$ cat src/rtl/cob_map.vh
// register map, operand fields, reset values and opcodes of the cp block
`ifndef COB_MAP_VH
`define COB_MAP_VH

// ----------------------------------------------------------------
// coprocessor register selectors
// ----------------------------------------------------------------
`define COB_CRN_CACHE 4'h7
`define COB_CRN_TCM 4'h9
`define COB_CRM_REGION 4'h1
`define COB_OP2_REGION 3'h0

// ----------------------------------------------------------------
// cache register operations (crm / opcode2)
// ----------------------------------------------------------------
`define COB_CRM_BARRIER 4'ha
`define COB_OP2_DSB 3'h4
`define COB_OP2_DMB 3'h5
`define COB_CRM_WFI 4'h0
`define COB_OP2_WFI 3'h4
`define COB_CRM_IBR 4'h5
`define COB_OP2_PFB 3'h4
`define COB_OP2_BP_ALL 3'h6
`define COB_OP2_BP_LINE 3'h7
`define COB_CRM_INV 4'h6
`define COB_CRM_CLN 4'ha
`define COB_CRM_CLN_INV 4'he
`define COB_OP2_BY_ADDR 3'h1
`define COB_OP2_BY_SETWAY 3'h2

// ----------------------------------------------------------------
// maintenance operand fields
// ----------------------------------------------------------------
`define COB_WAY_MSB 31
`define COB_WAY_LSB 30
`define COB_SET_LSB 5
`define COB_ADDR_MSB 31
`define COB_ADDR_LSB 5
`define COB_CACHE_LOG2_KB 2

// ----------------------------------------------------------------
// region register fields
// ----------------------------------------------------------------
`define COB_BASE_MSB 31
`define COB_BASE_LSB 12
`define COB_SIZE_MSB 6
`define COB_SIZE_LSB 2
`define COB_EN_BIT 0
`define COB_RSVD_READ 5'h00
`define COB_SIZE_0KB 5'h00
`define COB_SIZE_4KB 5'h03
`define COB_SIZE_8MB 5'h0e
`define COB_SIZE_RESET 5'h07
`define COB_BASE_ZERO 20'h0_0000
`define COB_BASE_IMPL 20'h0_0400
`define COB_LOG2_4KB 5'h0c
`define COB_MIN_RESET_EDGES 3

`endif

$ cat src/rtl/cob_sync2.v
// two flip-flop synchroniser for slow strap pins
`timescale 1ns/1ns
`default_nettype none

module cob_sync2 #(
    parameter W = 2
) (
    // clock
    input wire clk_i,
    // asynchronous level in, synchronised level out
    input wire [W-1:0] async_i,
    output wire [W-1:0] sync_o
);

    // ----------------------------------------------------------------
    // chain
    // ----------------------------------------------------------------
    // no reset: the chain must run during reset so straps are caught
    reg [W-1:0] meta_r;
    reg [W-1:0] sync_r;

    always @(posedge clk_i) begin
        meta_r <= async_i;
        sync_r <= meta_r;
    end

    assign sync_o = sync_r;

endmodule

`default_nettype wire

$ cat src/rtl/cob_maint_dec.v
// decoder of cache maintenance selectors and operand fields
`timescale 1ns/1ns
`default_nettype none
`include "cob_map.vh"

module cob_maint_dec #(
    parameter SET_W = 5
) (
    // selectors of the write
    input wire [3:0] crm_i,
    input wire [2:0] op2_i,
    input wire [31:0] operand_i,
    // decoded operation
    output reg op_valid_o,
    output reg op_setway_o,
    output reg op_clean_o,
    output reg op_inval_o,
    // operand fields
    output wire [1:0] way_o,
    output wire [SET_W-1:0] set_o,
    output wire [26:0] addr_o
);

    // ----------------------------------------------------------------
    // operation kind
    // ----------------------------------------------------------------
    always @* begin
        op_setway_o = (op2_i == `COB_OP2_BY_SETWAY);
        op_valid_o = (op2_i == `COB_OP2_BY_SETWAY) ||
                     (op2_i == `COB_OP2_BY_ADDR);
        op_clean_o = 1'b0;
        op_inval_o = 1'b0;
        case (crm_i)
            `COB_CRM_INV: begin
                op_inval_o = 1'b1;
            end
            `COB_CRM_CLN: begin
                op_clean_o = 1'b1;
            end
            `COB_CRM_CLN_INV: begin
                op_clean_o = 1'b1;
                op_inval_o = 1'b1;
            end
            default: begin
                op_valid_o = 1'b0;
            end
        endcase
    end

    // ----------------------------------------------------------------
    // fields; bits between set and way and below bit 5 are dropped
    // ----------------------------------------------------------------
    assign way_o = operand_i[`COB_WAY_MSB:`COB_WAY_LSB];
    assign set_o = operand_i[SET_W+`COB_SET_LSB-1:`COB_SET_LSB];
    assign addr_o = operand_i[`COB_ADDR_MSB:`COB_ADDR_LSB];

endmodule

`default_nettype wire

$ cat src/rtl/cob_cp_ctrl.v
// coprocessor control: cache maintenance, barriers, second ram region
// What this block does
// - way selector is operand bits 31 to 30
// - set index starts at bit five
// - set width follows cache size, 5 to 9
// - address operations use operand bits 31 to 5
// - sync barrier holds all later instructions
// - sync barrier: write, crm 10, op2 4, any mode
// - memory barrier holds later memory transactions and later barriers only
// - memory barrier: write, crm 10, op2 5, any mode
// - region base bits 31:12, low bits ignored
// - reset base chosen by zero-location strap
// - bits 11 to 7 unpredictable, bit 1 zero
// - size field read-only, writes ignored
// - size code 0 none, 3 is 4KB, doubling
// - bit 0 enables ram, reset from strap
// - region register privileged only, crm 1 op2 0
// - unlisted or read cache register is undefined
`timescale 1ns/1ns
`default_nettype none
`include "cob_map.vh"

module cob_cp_ctrl #(
    parameter CACHE_LOG2_KB = `COB_CACHE_LOG2_KB,
    parameter [4:0] RAM_SIZE_CODE = `COB_SIZE_RESET,
    parameter [19:0] IMPL_BASE = `COB_BASE_IMPL
) (
    // clock and reset
    input wire clk_i,
    input wire rst_n_i,
    // straps from pins
    input wire local_ram_at_zero_strap_i,
    input wire local_ram_enable_strap_i,
    // coprocessor instruction port
    input wire cp_valid_i,
    input wire cp_write_i,
    input wire cp_priv_i,
    input wire [3:0] cp_crn_i,
    input wire [3:0] cp_crm_i,
    input wire [2:0] cp_op2_i,
    input wire [31:0] cp_wdata_i,
    output wire cp_ready_o,
    output wire cp_done_o,
    output wire cp_undef_o,
    output wire [31:0] cp_rdata_o,
    // memory system
    input wire mem_outstanding_i,
    output wire hold_instr_o,
    output wire hold_mem_o,
    // cache maintenance request
    output wire maint_valid_o,
    output wire maint_setway_o,
    output wire maint_clean_o,
    output wire maint_inval_o,
    output wire [1:0] maint_way_o,
    output wire [CACHE_LOG2_KB+2:0] maint_set_o,
    output wire [26:0] maint_addr_o,
    // second local ram region
    output wire [19:0] ram_base_o,
    output wire [4:0] ram_size_code_o,
    output wire ram_enable_o
);

    // ----------------------------------------------------------------
    // sizes and states
    // ----------------------------------------------------------------
    // 4KB cache gives five set bits, one more per doubling
    localparam SET_W = CACHE_LOG2_KB + 3;
    localparam ST_IDLE = 2'd0;
    localparam ST_DSB = 2'd1;
    localparam ST_DMB = 2'd2;

    // ----------------------------------------------------------------
    // functions
    // ----------------------------------------------------------------
    // base bits below log2 of the ram size are don't care
    function [19:0] cob_base_mask;
        input [4:0] code;
        reg [4:0] low;
        integer i;
        begin
            low = 5'h00;
            if (code >= `COB_SIZE_4KB && code <= `COB_SIZE_8MB) begin
                low = code - `COB_SIZE_4KB;
            end
            for (i = 0; i < 20; i = i + 1) begin
                cob_base_mask[i] = (i >= low);
            end
        end
    endfunction

    // log2 of the ram size in bytes, zero when there is no ram
    function [4:0] cob_size_log2;
        input [4:0] code;
        begin
            if (code == `COB_SIZE_0KB) begin
                cob_size_log2 = 5'h00;
            end else begin
                cob_size_log2 = code - `COB_SIZE_4KB + `COB_LOG2_4KB;
            end
        end
    endfunction

    // ----------------------------------------------------------------
    // strap synchronisers
    // ----------------------------------------------------------------
    wire [1:0] strap_s;

    cob_sync2 #(
        .W(2)
    ) u_sync (
        .clk_i(clk_i),
        .async_i({local_ram_enable_strap_i, local_ram_at_zero_strap_i}),
        .sync_o(strap_s)
    );

    // ----------------------------------------------------------------
    // maintenance decode
    // ----------------------------------------------------------------
    wire dec_valid;
    wire dec_setway;
    wire dec_clean;
    wire dec_inval;
    wire [1:0] dec_way;
    wire [SET_W-1:0] dec_set;
    wire [26:0] dec_addr;

    // upper operand bits are not checked; software keeps them zero
    cob_maint_dec #(
        .SET_W(SET_W)
    ) u_dec (
        .crm_i(cp_crm_i),
        .op2_i(cp_op2_i),
        .operand_i(cp_wdata_i),
        .op_valid_o(dec_valid),
        .op_setway_o(dec_setway),
        .op_clean_o(dec_clean),
        .op_inval_o(dec_inval),
        .way_o(dec_way),
        .set_o(dec_set),
        .addr_o(dec_addr)
    );

    // ----------------------------------------------------------------
    // instruction decode
    // ----------------------------------------------------------------
    reg [1:0] state_r;
    reg [1:0] state_nxt;
    wire is_c7;
    wire is_dsb;
    wire is_dmb;
    wire is_pfb;
    wire is_nop;
    wire c7_listed;
    wire c7_user_ok;
    wire is_region;
    wire claimed;
    wire bad;
    wire take;

    assign is_c7 = (cp_crn_i == `COB_CRN_CACHE);
    assign is_dsb = is_c7 && (cp_crm_i == `COB_CRM_BARRIER) &&
                    (cp_op2_i == `COB_OP2_DSB);
    assign is_dmb = is_c7 && (cp_crm_i == `COB_CRM_BARRIER) &&
                    (cp_op2_i == `COB_OP2_DMB);
    assign is_pfb = is_c7 && (cp_crm_i == `COB_CRM_IBR) &&
                    (cp_op2_i == `COB_OP2_PFB);
    // these operations are plain no-ops here
    assign is_nop = is_c7 &&
                    (((cp_crm_i == `COB_CRM_WFI) &&
                      (cp_op2_i == `COB_OP2_WFI)) ||
                     ((cp_crm_i == `COB_CRM_IBR) &&
                      ((cp_op2_i == `COB_OP2_BP_ALL) ||
                       (cp_op2_i == `COB_OP2_BP_LINE))));
    assign c7_listed = is_dsb || is_dmb || is_pfb || is_nop ||
                       (is_c7 && dec_valid);
    assign c7_user_ok = is_dsb || is_dmb || is_pfb;
    assign is_region = (cp_crn_i == `COB_CRN_TCM) &&
                       (cp_crm_i == `COB_CRM_REGION) &&
                       (cp_op2_i == `COB_OP2_REGION);
    // other coprocessor registers belong to other blocks
    assign claimed = is_c7 || is_region;
    assign bad = (is_c7 && (!cp_write_i || !c7_listed ||
                            (!cp_priv_i && !c7_user_ok))) ||
                 (is_region && !cp_priv_i);

    // a sync barrier stalls the port; a memory barrier stalls only
    // another barrier, so plain instructions keep flowing
    assign cp_ready_o = (state_r != ST_DSB) &&
                        !((state_r == ST_DMB) &&
                          (is_dsb || is_dmb));
    assign take = cp_valid_i && cp_ready_o;

    // ----------------------------------------------------------------
    // barrier state machine
    // ----------------------------------------------------------------
    always @* begin
        state_nxt = state_r;
        case (state_r)
            ST_IDLE: begin
                if (take && !bad && is_dsb) begin
                    state_nxt = ST_DSB;
                end else if (take && !bad && is_dmb) begin
                    state_nxt = ST_DMB;
                end
            end
            ST_DSB: begin
                if (!mem_outstanding_i) begin
                    state_nxt = ST_IDLE;
                end
            end
            ST_DMB: begin
                if (!mem_outstanding_i) begin
                    state_nxt = ST_IDLE;
                end
            end
            default: begin
                state_nxt = ST_IDLE;
            end
        endcase
    end

    // ----------------------------------------------------------------
    // answers and maintenance requests
    // ----------------------------------------------------------------
    reg done_r;
    reg undef_r;
    reg [31:0] rdata_r;
    reg maint_valid_r;
    reg maint_setway_r;
    reg maint_clean_r;
    reg maint_inval_r;
    reg [1:0] maint_way_r;
    reg [SET_W-1:0] maint_set_r;
    reg [26:0] maint_addr_r;
    reg [19:0] base_r;
    reg en_r;
    wire region_word_en;
    wire [31:0] region_word;

    // reserved bits read as zero, size is the fixed build value
    assign region_word = {base_r, `COB_RSVD_READ, RAM_SIZE_CODE,
                          1'b0, en_r};
    assign region_word_en = take && is_region && !bad;

    always @(posedge clk_i) begin
        if (!rst_n_i) begin
            state_r <= ST_IDLE;
            done_r <= 1'b0;
            undef_r <= 1'b0;
            rdata_r <= 32'h0000_0000;
            maint_valid_r <= 1'b0;
            maint_setway_r <= 1'b0;
            maint_clean_r <= 1'b0;
            maint_inval_r <= 1'b0;
            maint_way_r <= 2'h0;
            maint_set_r <= {SET_W{1'b0}};
            maint_addr_r <= 27'h000_0000;
        end else begin
            state_r <= state_nxt;
            // a sync barrier answers only once memory has drained
            done_r <= (take && claimed && !bad && !is_dsb) ||
                      ((state_r == ST_DSB) && !mem_outstanding_i);
            undef_r <= take && claimed && bad;
            if (region_word_en && !cp_write_i) begin
                rdata_r <= region_word;
            end
            maint_valid_r <= take && is_c7 && dec_valid && !bad;
            if (take && is_c7 && dec_valid && !bad) begin
                maint_setway_r <= dec_setway;
                maint_clean_r <= dec_clean;
                maint_inval_r <= dec_inval;
                maint_way_r <= dec_way;
                maint_set_r <= dec_set;
                maint_addr_r <= dec_addr;
            end
        end
    end

    // ----------------------------------------------------------------
    // region register
    // ----------------------------------------------------------------
    // straps are loaded while reset is held, so reset must last for
    // the synchroniser depth plus one edge
    always @(posedge clk_i) begin
        if (!rst_n_i) begin
            base_r <= strap_s[0] ? IMPL_BASE : `COB_BASE_ZERO;
            en_r <= strap_s[1];
        end else if (region_word_en && cp_write_i) begin
            base_r <= cp_wdata_i[`COB_BASE_MSB:`COB_BASE_LSB];
            en_r <= cp_wdata_i[`COB_EN_BIT];
        end
    end

    // ----------------------------------------------------------------
    // outputs
    // ----------------------------------------------------------------
    assign cp_done_o = done_r;
    assign cp_undef_o = undef_r;
    assign cp_rdata_o = rdata_r;
    assign hold_instr_o = (state_r == ST_DSB);
    assign hold_mem_o = (state_r == ST_DMB);
    assign maint_valid_o = maint_valid_r;
    assign maint_setway_o = maint_setway_r;
    assign maint_clean_o = maint_clean_r;
    assign maint_inval_o = maint_inval_r;
    assign maint_way_o = maint_way_r;
    assign maint_set_o = maint_set_r;
    assign maint_addr_o = maint_addr_r;
    // stored base keeps every written bit; only the decode view masks
    assign ram_base_o = base_r & cob_base_mask(RAM_SIZE_CODE);
    assign ram_size_code_o = RAM_SIZE_CODE;
    assign ram_enable_o = en_r;

endmodule

`default_nettype wire

$ cat config.mk
export PLATFORM = sky130hd
export DESIGN_NAME = cob_cp_ctrl
export DESIGN_NICKNAME = d
export VERILOG_FILES = /design/src/rtl/cob_sync2.v /design/src/rtl/cob_maint_dec.v /design/src/rtl/cob_cp_ctrl.v
export VERILOG_INCLUDE_DIRS = /design/src /design/src/rtl
export SDC_FILE = /design/constraint.sdc
export NUM_CORES = 1
export LEC_CHECK = 0
export ABC_AREA = 1
export BUFFER_PORTS_ARGS = -buffer_cell sky130_fd_sc_hd__buf_2
export CAP_MARGIN = 30
export CELL_PAD_IN_SITES_DETAIL_PLACEMENT = 0
export CELL_PAD_IN_SITES_GLOBAL_PLACEMENT = 1
export CORE_UTILIZATION = 36
export CTS_BUF_LIST = sky130_fd_sc_hd__clkbuf_8
export CTS_CLUSTER_DIAMETER = 200
export DETAILED_ROUTE_END_ITERATION = 12
export PLACE_DENSITY = 0.91
export SYNTH_ARGS = -nofsm -noshare
export SYNTH_HDL_FRONTEND = slang
export SYNTH_SLANG_ARGS = --single-unit
$ cat constraint.sdc
create_clock -name clk_i -period 3.6 [get_ports clk_i]
set_input_delay 0.36 -clock clk_i [delete_from_list [all_inputs] [get_ports clk_i]]
set_output_delay 0.36 -clock clk_i [all_outputs]
set_load 0.005 [all_outputs]
# After elaboration in Yosys (flattened, before gate mapping)
# Cells that the tools add are included.
# word_totals
regBits,91
inputBits,51
output_inout_bits,101
# op_classes
eq_ne,19
mux,12
n_reduce_logical,60
# op_table
operator,count
2-to-1 mux 20 bit,2
logical AND 1 bit,32
== test 3 bit (second input constant),4
== test 4 x 3 -> 1 bit (second input constant),3
== test 4 bit (second input constant),3
logical OR 1 bit,12
2-to-1 mux 11 bit,1
logical NOT 1 bit,8
2-to-1 mux 2 bit,3
OR reduction 2 bit,3
2-to-1 mux 1 bit,5
== test 4 x 1 -> 1 bit (second input constant),1
logical NOT 4 bit,1
inequality test 2 x 1 -> 1 bit (second input constant),2
one-hot mux 2 bit (2 select lines),1
== test 3 x 1 -> 1 bit (second input constant),1
== test 3 x 2 -> 1 bit (second input constant),1
logical NOT 3 bit,1
inequality test 3 bit (second input constant),1
OR reduction 3 bit,1
== test 2 x 1 -> 1 bit (second input constant),1
== test 2 bit (second input constant),1
logical NOT 2 bit,1
inequality test 2 bit (second input constant),1
AND reduction 2 bit,1

# Longest topological paths before layout
# Gate-level depths: netlist of run 1.
# logic_depth
word_depth,18
depth_mapped,15
ltp_nobuf,15

# By module
# A second synthesis of run 1 with hierarchy kept.
# unflattened
cells_unflattened,582
hier_area_um2,4280.4
# modules_own_cells
module,n_inst,cells_each,area_each_um2
cob_cp_ctrl,1,529,3883.7
cob_maint_dec,1,49,316.6
cob_sync2,1,4,80.1

# Least setup slack after synthesis of run 1
# Ideal clock, no wire load.
# synth_timing
path_type,input to register
from,input cp_crn_i[3]
to,register base_r[0] (enable)
setup_ns,0.428
arrival_time_ns,2.772
required_ns,3.172
setup_slack_ns,0.400
path_stages,11
n_path_buf,0
cell_sequence,inv_2 nand2_2 nor2_8 nand3_2 nand2_1 inv_1 nand2_1 nand2_2 a21boi_4 nand2_1 o21ai_0
# synth_via
elab_chain_cells,16
# synth_rtl
item,line,rtl
from (decl),cob_cp_ctrl.v:38,"input wire [3:0] cp_crn_i,"
== test 4 x 3 -> 1 bit (no line),-,
logical AND 1 bit,"cob_cp_ctrl.v:162, cob_cp_ctrl.v:164",
logical AND 1 bit (on tied branches),"cob_cp_ctrl.v:162, cob_cp_ctrl.v:164",
logical OR 1 bit,"cob_cp_ctrl.v:175, cob_cp_ctrl.v:177, cob_cp_ctrl.v:191",
logical OR 1 bit,"cob_cp_ctrl.v:175, cob_cp_ctrl.v:177",
logical OR 1 bit (2 in series),cob_cp_ctrl.v:175,assign c7_listed = is_dsb || is_dmb || is_pfb || is_nop ||
logical NOT 1 bit,cob_cp_ctrl.v:183,assign bad = (is_c7 && (!cp_write_i || !c7_listed ||
logical OR 1 bit (2 in series),cob_cp_ctrl.v:183,
logical AND 1 bit,cob_cp_ctrl.v:183,
logical OR 1 bit,cob_cp_ctrl.v:184,(!cp_priv_i && !c7_user_ok))) ||
logical NOT 1 bit,cob_cp_ctrl.v:244,assign region_word_en = take && is_region && !bad;
logical AND 1 bit (*),cob_cp_ctrl.v:244,
logical AND 1 bit (*),cob_cp_ctrl.v:289,end else if (region_word_en && cp_write_i) begin
inequality test 2 x 1 -> 1 bit (no line) (*),-,
to (signal assigned),cob_cp_ctrl.v:287,base_r <= strap_s[0] ? IMPL_BASE : `COB_BASE_ZERO;
to (signal assigned),cob_cp_ctrl.v:290,base_r <= cp_wdata_i[`COB_BASE_MSB:`COB_BASE_LSB];
to (decl),cob_cp_ctrl.v:236,reg [19:0] base_r;
# Mark *: on every way between the ends. The rest lies on a longest branch, timed or not.
# A chain may end at the register's enable or synchronous reset.

# Worst setup path in the final report of run 1
# layout_timing
from,register state_r[0]
to,register base_r[16] (enable)
# layout_via
elab_chain_cells,9
# layout_rtl
item,line,rtl
from (decl),cob_cp_ctrl.v:147,reg [1:0] state_r;
from (signal assigned),cob_cp_ctrl.v:260,state_r <= state_nxt;
== test 2 bit,cob_cp_ctrl.v:190,!((state_r == ST_DMB) &&
logical AND 1 bit,cob_cp_ctrl.v:190,
logical NOT 1 bit,cob_cp_ctrl.v:190,
logical AND 1 bit (*),cob_cp_ctrl.v:189,assign cp_ready_o = (state_r != ST_DSB) &&
logical AND 1 bit (*),cob_cp_ctrl.v:192,assign take = cp_valid_i && cp_ready_o;
logical AND 1 bit (*) (2 in series),cob_cp_ctrl.v:244,
logical AND 1 bit (*),cob_cp_ctrl.v:289,
inequality test 2 x 1 -> 1 bit (no line) (*),-,
# Marks and branches as above.

==> reports/results.ini, run 1 <==
[outcome]
status = finished, final reports clean

[grt]
overflow = 0
grt_use_met2_pct = 26.9
grt_max_degree = 35
grt_use_total_pct = 15.7
grt_pass1_wl_um = 13900
busiest_layer = met2
antenna_found_initial = 0
grtUsageMet3_pct = 3.00
use_met1_pct = 19.7
grt_pass1_vias = 2858

[worst_setup_path]
cp-end-kind = flip-flop
slowest_stage = o21ai_2
cp_cell_sequence = inv_1, ha_1, inv_1, nor2_1, nor2_2, nand2_1, nor2_1, nand2_1, o21ai_2, buf_4
max_stage_delay_ns = 0.53
critPathRequiredTime_ns = 3.65
path_delay_family = simple AND/OR/NAND/NOR gates
criticalPathCategory = flip-flop to flip-flop
crit_fanout = 12
cp-start-kind = flip-flop
path_buf_inv = 3
cp_data_arrival_time_ns = 2.46

[clocking]
htree_levels = 3
postCtsHoldBufs = 0
cts_made_buffers = 9
cts_tree = done
clock_path_buffers = 2
cts_resized = 0
path_clk_slew_ns = 0.08
clk_latency_ns = 0.36
post_cts_buffers = 0
clock-root-buffer = clkbuf_8
clock-sinks = 82

[power]
swShare_pct = 27.1
seqPwrFrac_pct = 51.4
peakVddDrop_uv = 243
finalPower_mw = 1.95
p_comb_share_pct = 12.5
pwr-share-clk_pct = 36.2
p_leak_nw = 2.16
switchingPower_mw = 0.529
internal-power_mw = 1.42
p_per_area_nw_per_um2 = 428

[timing]
fin_ws_ns = 1.19
setup_violations = 0
worstMarginPinSlew_ns = 0.838
tns_ns = 0
fin_crit_ns = 2.41
grt_setup_unrepaired = false
fin_crit_sh_pct = 66.9
clock.fmax_ghz = 0.415
maxSlewViolCount = 0
relSlewSlack_pct = 44.0
finClkSkew_ns = 0.0186
final_hold_viol_count = 0

[cells_and_area]
syn2layout_area_growth_pct = 16.8
n_fill_cell = 1038
fin_nets = 600
layout.cells.non_filler = 687
drive_gt1_share_pct = 44.6
antenna_cells = 0

[drt]
num_vias = 3003
wl_per_cell_um = 12.5
via_per_inst = 4.37
drtIter0Drc = 126
drt_first_pass_iters = 4
antenna_left = 0
drt-total-wl_um = 8570
drc = 0

[synthesis]
synth_edf_count = 21
synth_cells = 447
synth_cell_types = 33
ys_seq_elements = 82
synthesis.area_sq_um = 3900
syn_area_per_cell_sq_um = 8.73
synth_area_leaders = dfxtp_1 (31%), edfxtp_1 (16%), nand2_1 (11%), a21oi_2 (8.8%), buf_4 (8.1%)
ys_warn_count = 0
yosysTopAreaCellShare_pct = 31.3
async_flop_share_pct = 0
yosys.area.top_type = dfxtp_1
yosys_most_used_dff = dfxtp_1
synth-seq-area-share_pct = 47.5

[run]
drv_cap = 0

[placement]
port_buffers = 130
gp_congestion = 0.774
dp_cells = 671
dpl.hpwl_um = 6110
dp_worst_setup_slack_ns = 0.866

[floorplanning]
ios = 152
core_area_sq_um = 10400
rows = 37
die-area_sq_um = 11300
start_util_pct = 37.5
die_y_um = 106
die_x_um = 106

[min_path]
hp-class = input port to flip-flop

[synthesized netlist by cell type, types with 5 or more instances]
cell type / number
nand3_1: 10
dfxtp_1: 61
edfxtp_1: 21
inv_1: 37
buf_2: 5
nand2_1: 114
a21oi_2: 39
buf_4: 42
a21oi_1: 13
clkbuf_1: 7
inv_2: 6
nor2_1: 18
nand2_2: 42
[cell type report]
| type | count | area [sq um] | area share (%) |
|---|---|---|---|
| Sequential cell | 82 | 1850 | 40.6 |
| Multi-Input combinational cell | 275 | 1480 | 32.5 |
| Timing Repair Buffer | 132 | 666 | 14.6 |
| Inverter | 46 | 178 | 3.90 |
| Tap cell | 136 | 170 | 3.73 |
| Clock buffer | 10 | 138 | 3.02 |
| Clock inverter | 6 | 72.6 | 1.59 |
[cell families after synthesis]
family / count (synthesis) / synth area share [%]
AOI/OAI and AO/OA: 57 / 11.5
adders and majority gates: 3 / 0.962
and+or+nand+nor: 198 / 23.8
other: 2 / 0.192
buffers and inverters: 105 / 16.1
DFF: 82 / 47.5
[metrics by stage]
| stage | util, % | hold WS (ns) | instance area [sq um] |
|---|---|---|---|
| after detailed placement | 41.7 | 0.314 | 4350 |
| final | 43.8 | 0.113 | 4560 |
| after global routing | 43.8 | 0.101 | 4560 |
| after floorplan | - | 0.310 | 3960 |
| after global placement | 41.7 | 0.312 | 4350 |
| after CTS | 43.8 | 0.0908 | 4560 |
[registers in the layout, indices dropped and copies added (netlist names)]
name and count:
maint_setway_o 1, maint_addr_o 21, base_r 20, maint_valid_o 1, cp_done_o 1, cp_rdata_o 22
state_r 2, maint_inval_o 1, u_sync.sync_o 2, maint_way_o 2, maint_clean_o 1, cp_undef_o 1
u_sync.meta_r 2, ram_enable_o 1, maint_set_o 4
[worst paths after layout]
path | from | to | slack, ns | depth (start not counted)
max | state_r[0]$_SDFFE_PN0P_ | base_r[16]$_SDFFCE_PN0P_ | 1.19 | 10
min | local_ram_at_zero_strap_i | u_sync.meta_r[0]$_DFF_P_ | 0.11 | 1
max reg2reg | state_r[0]$_SDFFE_PN0P_ | base_r[16]$_SDFFCE_PN0P_ | 1.19 | 10
min reg2reg | u_sync.meta_r[1]$_DFF_P_ | u_sync.sync_o[1]$_DFF_P_ | 0.33 | 0
[cell usage in the layout (no fill, tap or decap), types with 3 or more instances in the layout]
master,synthesis,final
clkbuf_8,0,10
conb_1,2,17
inv_4,2,3
nand2_1,114,114
nand3_1,10,10
nor2_1,18,18
nand4_1,3,3
dfxtp_1,61,61
inv_2,6,7
inv_1,37,37
nand2_2,42,42
ha_1,3,3
edfxtp_1,21,21
buf_2,5,130
a21oi_2,39,39
a21oi_1,13,13
[power by group through the flow]
stage	clock network, mW	registers, mW	logic (mW)
after floorplan	0	1.02	0.181
after global placement	0	1.02	0.237
after detailed placement	0	1.02	0.245
after CTS	0.733	1.00	0.246
after global routing	0.771	1.01	0.283
final	0.706	1.00	0.243
[layer usage]
layer | share of wire [%] | vias up
met2 | 48 | 90
met5 | 0 | -
li1 | - | 1531
met1 | 46 | 1373
met3 | 4.4 | 9
met4 | 1.4 | 0
[worst register-to-register path, stage by stage, from the launching register on]
cell     delay [ns]
dfxtp_1        0.35
inv_1          0.08
ha_1           0.22
inv_1          0.05
nor2_1         0.04
nor2_2         0.08
nand2_1        0.11
nor2_1         0.23
nand2_1        0.10
o21ai_2        0.53
buf_4          0.31
(Power assumes the default switching activity.)
==> inputs of run 2 (changes only) <==
- clock period: 3.6 -> 2.4 ns (I/O delays scaled with it)
==> reports/results.ini, run 2 (synthesis results as in run 1) <==
[outcome]
status = finished, final reports clean

[worst_setup_path]
slowest_stage = dfxtp_1
cp_data_arrival_time_ns = 2.38
crit_fanout = 16
path_delay_family = simple AND/OR/NAND/NOR gates
path_buf_inv = 4
cp-end-kind = flip-flop
cp-start-kind = flip-flop
cp_cell_sequence = inv_1, ha_1, inv_1, nor2_1, nor2_2, nand2_1, nor3_1, nand2_4, inv_4, buf_4, nand2_2, a21oi_2
critPathRequiredTime_ns = 2.69
cpMostUsedCell = inv_1
max_stage_delay_ns = 0.35
criticalPathCategory = flip-flop to flip-flop

[drt]
drt_first_pass_iters = 4
num_vias = 3071
antenna_left = 0
via_per_inst = 4.42
wl_per_cell_um = 12.5
drtIter0Drc = 97
drc = 0
drt-total-wl_um = 8720

[floorplanning]
die_x_um = 106
die-area_sq_um = 11300
ios = 152
die_y_um = 106
start_util_pct = 37.5
core_area_sq_um = 10400
rows = 37

[timing]
tns_ns = 0
relSlewSlack_pct = 65.5
setup_violations = 0
worstMarginPinSlew_ns = 0.517
fin_crit_sh_pct = 87.2
grt_setup_unrepaired = false
clock.fmax_ghz = 0.478
finClkSkew_ns = 0.0106
fin_ws_ns = 0.308
fin_crit_ns = 2.09
timing.hold.ws_ns = 0.125
final_hold_viol_count = 0
maxSlewViolCount = 0

[power]
peakVddDrop_uv = 472
p_leak_nw = 2.20
internal-power_mw = 2.10
pwr-share-clk_pct = 34.5
p_comb_share_pct = 13.1
switchingPower_mw = 0.771
p_per_area_nw_per_um2 = 619
finalPower_mw = 2.87
seqPwrFrac_pct = 52.4
swShare_pct = 26.9

[cells_and_area]
layout_commonest_cell = buf_2
antenna_cells = 0
final_cell_mix = buf_2 (130), nand2_1 (114), dfxtp_1 (61)
syn2layout_area_growth_pct = 18.7
fin_nets = 608
layout.cells.non_filler = 695
largest_register_ffs = 22
final_area_sq_um = 4630
fin_util_pct = 44.5
drive_gt1_share_pct = 44.7

[run]
drv_cap = 0

[min_path]
hp-class = input port to flip-flop

[clocking]
clock-root-buffer = clkbuf_8
htree_levels = 3
clock_path_buffers = 2
cts_made_buffers = 9
clock-sinks = 82
path_clk_slew_ns = 0.09
cts_resized = 0
cts_tree = done
clk_latency_ns = 0.35

[placement]
dp_cells = 677
gp_congestion = 0.757
postPlaceCellArea_sq_um = 4420
port_buffers = 130
dp_worst_setup_slack_ns = 0.185
dpl.hpwl_um = 6210

[grt]
grt_pass1_wl_um = 14100
antenna_found_initial = 0
grt_use_total_pct = 16.1
grt_pass1_vias = 2947
grt_max_degree = 33
overflow = 0

[run 2: cell types whose count changed in the layout (fill, tap and decap cells not counted)]
cell	previous run	this run
buf_4	2	6
buf_12	0	2
dlygate4sd3_1	0	2
clkbuf_8	10	9
clkinv_1	0	1
clkinvlp_4	1	2
inv_1	37	38
inv_4	3	2
inv_8	1	0
[run 2: what timing repair did]
item | in CTS | in global routing
endpoints found under the hold margin | 2 | 0
hold buffers | 2 | 0
buffers inserted | 0 | 0
[run 2: area by class of cell]
| type | instances | area [sq um] |
|---|---|---|
| Inverter | 46 | 178 |
| Timing Repair Buffer | 140 | 756 |
| Tap cell | 136 | 170 |
| Sequential cell | 82 | 1850 |
| Fill cell | 1075 | 5780 |
| Clock buffer | 9 | 124 |
| Clock inverter | 7 | 70.1 |
| Multi-Input combinational cell | 275 | 1480 |
[run 2: final timing paths]
path                            start                            to  slack [ns]  cells past startpoint
min reg2reg  u_sync.meta_r[1]$_DFF_P_      u_sync.sync_o[1]$_DFF_P_        0.33                      0
max           state_r[0]$_SDFFE_PN0P_  maint_addr_o[6]$_SDFFE_PN0P_        0.31                     12
min                     cp_wdata_i[5]   maint_set_o[0]$_SDFFE_PN0P_        0.12                      3
max reg2reg   state_r[0]$_SDFFE_PN0P_  maint_addr_o[6]$_SDFFE_PN0P_        0.31                     12
[run 2: worst register-to-register path: stages, from the launching register on]
cell and delay, ns:
dfxtp_1 0.35, inv_1 0.08, ha_1 0.21, inv_1 0.05
nor2_1 0.04, nor2_2 0.08, nand2_1 0.12, nor3_1 0.29
nand2_4 0.17, inv_4 0.24, buf_4 0.21, nand2_2 0.06
a21oi_2 0.12
[run 2: metal layers]
metal | track usage, % | routed length (um) | vias up
li1 | - | - | 1546
met1 | 20.2 | 4040 | 1428
met2 | 27.3 | 4150 | 86
met3 | 3.37 | 374 | 11
met4 | 5.95 | 150 | 0
met5 | 0 | 0 | -
[run 2: power by group through the flow]
stage	clock network, mW	registers (mW)	logic [mW]
2_1_floorplan	0	1.53	0.272
3_3_place_gp	0	1.53	0.365
3_5_place_dp	0	1.53	0.374
4_1_cts	1.02	1.50	0.379
5_1_grt	1.08	1.51	0.439
6_report	0.988	1.50	0.377
==> inputs of run 3 (changes only) <==
- CELL_PAD_IN_SITES_DETAIL_PLACEMENT: 0 -> default
- CELL_PAD_IN_SITES_GLOBAL_PLACEMENT: 1 -> default
- CORE_MARGIN: default -> 1
- CORE_UTILIZATION: 36 -> 51
- PLACE_DENSITY: 0.91 -> 0.93
==> reports/results.ini, run 3 (synthesis results as in run 1) <==
[outcome]
status = finished, final reports clean

[floorplanning]
die_x_um = 89.5
start_util_pct = 53.2
rows = 31
ios = 152
die-area_sq_um = 8010
core_area_sq_um = 7330
die_y_um = 89.5

[power]
p_per_area_nw_per_um2 = 637
swShare_pct = 26.7
p_leak_nw = 2.19
seqPwrFrac_pct = 51.5
internal-power_mw = 2.14
p_comb_share_pct = 13.1
switchingPower_mw = 0.778
peakVddDrop_uv = 469
pwr-share-clk_pct = 35.4

[min_path]
min_path_cells = 3
hp-class = input port to flip-flop

[grt]
grt_max_degree = 32
grt_use_total_pct = 21.1
grt_pass1_wl_um = 12900
overflow = 0
antenna_found_initial = 0
grt_pass1_vias = 2857

[worst_setup_path]
critPathRequiredTime_ns = 2.67
crit_fanout = 31
reg2reg_slack_ns = 0.38
cp_data_arrival_time_ns = 2.29
r2r_start = state_r[0]$_SDFFE_PN0P_
cp-end-kind = flip-flop
criticalPathCategory = flip-flop to flip-flop
crit_end = maint_setway_o$_SDFFE_PN0P_
r2r_cells = 11
cp-start-kind = flip-flop
rr_endpoint = maint_setway_o$_SDFFE_PN0P_
cp-startpoint = state_r[0]$_SDFFE_PN0P_

[clocking]
clock_path_buffers = 2
clock-sinks = 82
path_clk_slew_ns = 0.08
clock-root-buffer = clkbuf_8
cts_made_buffers = 9
htree_levels = 3
cts_tree = done
clk_latency_ns = 0.35
cts_resized = 0

[placement]
port_buffers = 130
gp_congestion = 0.922
dpl.hpwl_um = 5980
dp_worst_setup_slack_ns = 0.308

[cells_and_area]
fin_nets = 605
syn2layout_area_growth_pct = 17.3
drive_gt1_share_pct = 44.8
antenna_cells = 0
largest_register_ffs = 22
final_cell_mix = buf_2 (130), nand2_1 (114), dfxtp_1 (61)
n_fill_cell = 611
fin_util_pct = 62.5
layout_commonest_cell = buf_2

[timing]
setup_violations = 0
timing.hold.ws_ns = 0.139
fin_crit_ns = 2.02
relSlewSlack_pct = 57.6
fin_ws_ns = 0.381
grt_setup_unrepaired = false
worstMarginPinSlew_ns = 0.635
fin_crit_sh_pct = 84.1
maxSlewViolCount = 0
finClkSkew_ns = 0.0110
tns_ns = 0
clock.fmax_ghz = 0.495
final_hold_viol_count = 0

[drt]
num_vias = 3082
drt_first_pass_iters = 4
via_per_inst = 4.71
antenna_left = 0
drtIter0Drc = 127
drt-total-wl_um = 8360
drc = 0
wl_per_cell_um = 12.8

[run]
drv_cap = 0

run 3: cell types whose count changed in the layout (fill, tap and decap cells not counted), sizes merged:
cell    change
clkinv      -2
buf         -3
inv         +1
clkbuf      +1
run 3: metal layers:
layer	GRT usage (%)	vias to the layer above	part of all wire (%)
met2	38.9	104	51
met3	4.99	9	5.1
met5	0	-	0
li1	-	1543	-
met4	5.92	0	0.93
met1	24.4	1426	43
run 3: layout make-up:
| class | instances | area, sq um | share of cell area, % |
|---|---|---|---|
| flip-flops and latches | 82 | 1850 | 40.4 |
| multi-input cells | 275 | 1480 | 32.4 |
| repair buffers | 137 | 733 | 16.0 |
| inverters | 46 | 178 | 3.88 |
| clock buffers | 10 | 138 | 3.01 |
| well taps | 99 | 124 | 2.71 |
| clock inverters | 6 | 71.3 | 1.56 |
run 3: how the worst min path moves through the flow:
stage / startpoint / slack (ns) / endpoint
after global routing: cp_wdata_i[10] / 0.13 / maint_addr_o[5]$_SDFFE_PN0P_
final: cp_wdata_i[7] / 0.14 / maint_set_o[2]$_SDFFE_PN0P_
after floorplan: local_ram_at_zero_strap_i / 0.27 / u_sync.meta_r[0]$_DFF_P_
after global placement: u_sync.meta_r[1]$_DFF_P_ / 0.31 / u_sync.sync_o[1]$_DFF_P_
after CTS: cp_wdata_i[7] / 0.12 / maint_set_o[2]$_SDFFE_PN0P_
after detailed placement: u_sync.meta_r[0]$_DFF_P_ / 0.31 / u_sync.sync_o[0]$_DFF_P_
run 3: through the flow:
stage                     total power [mW]  cells  area (sq um)
after floorplan                       1.80    462          3960
after global routing                  3.05    655          4580
after detailed placement              1.91    637          4350
final                                 2.92    655          4580
after global placement                1.88    637          4350
after CTS                             2.93    655          4580
run 3: repair_timing:
| item | CTS | global route |
|---|---|---|
| hold buffers | 2 | 0 |
| endpoints found under the hold margin | 2 | 0 |
| setup buffers | 0 | 0 |
run 3: power by group through the flow:
stage	clock network, mW	registers, mW	logic, mW
global route	1.11	1.51	0.434
detailed placement	0	1.53	0.375
floorplan	0	1.53	0.272
CTS	1.05	1.50	0.379
finish	1.03	1.50	0.382
global placement	0	1.53	0.354
run 3: critical path, cell delays in order (launching register included):
cell,delay (ns)
dfxtp_1,0.36
inv_1,0.09
ha_1,0.22
inv_1,0.06
nor2_1,0.05
nor2_2,0.08
nand2_1,0.11
nor3_1,0.28
nand2_4,0.09
buf_4,0.26
or2_0,0.24
a21oi_1,0.12
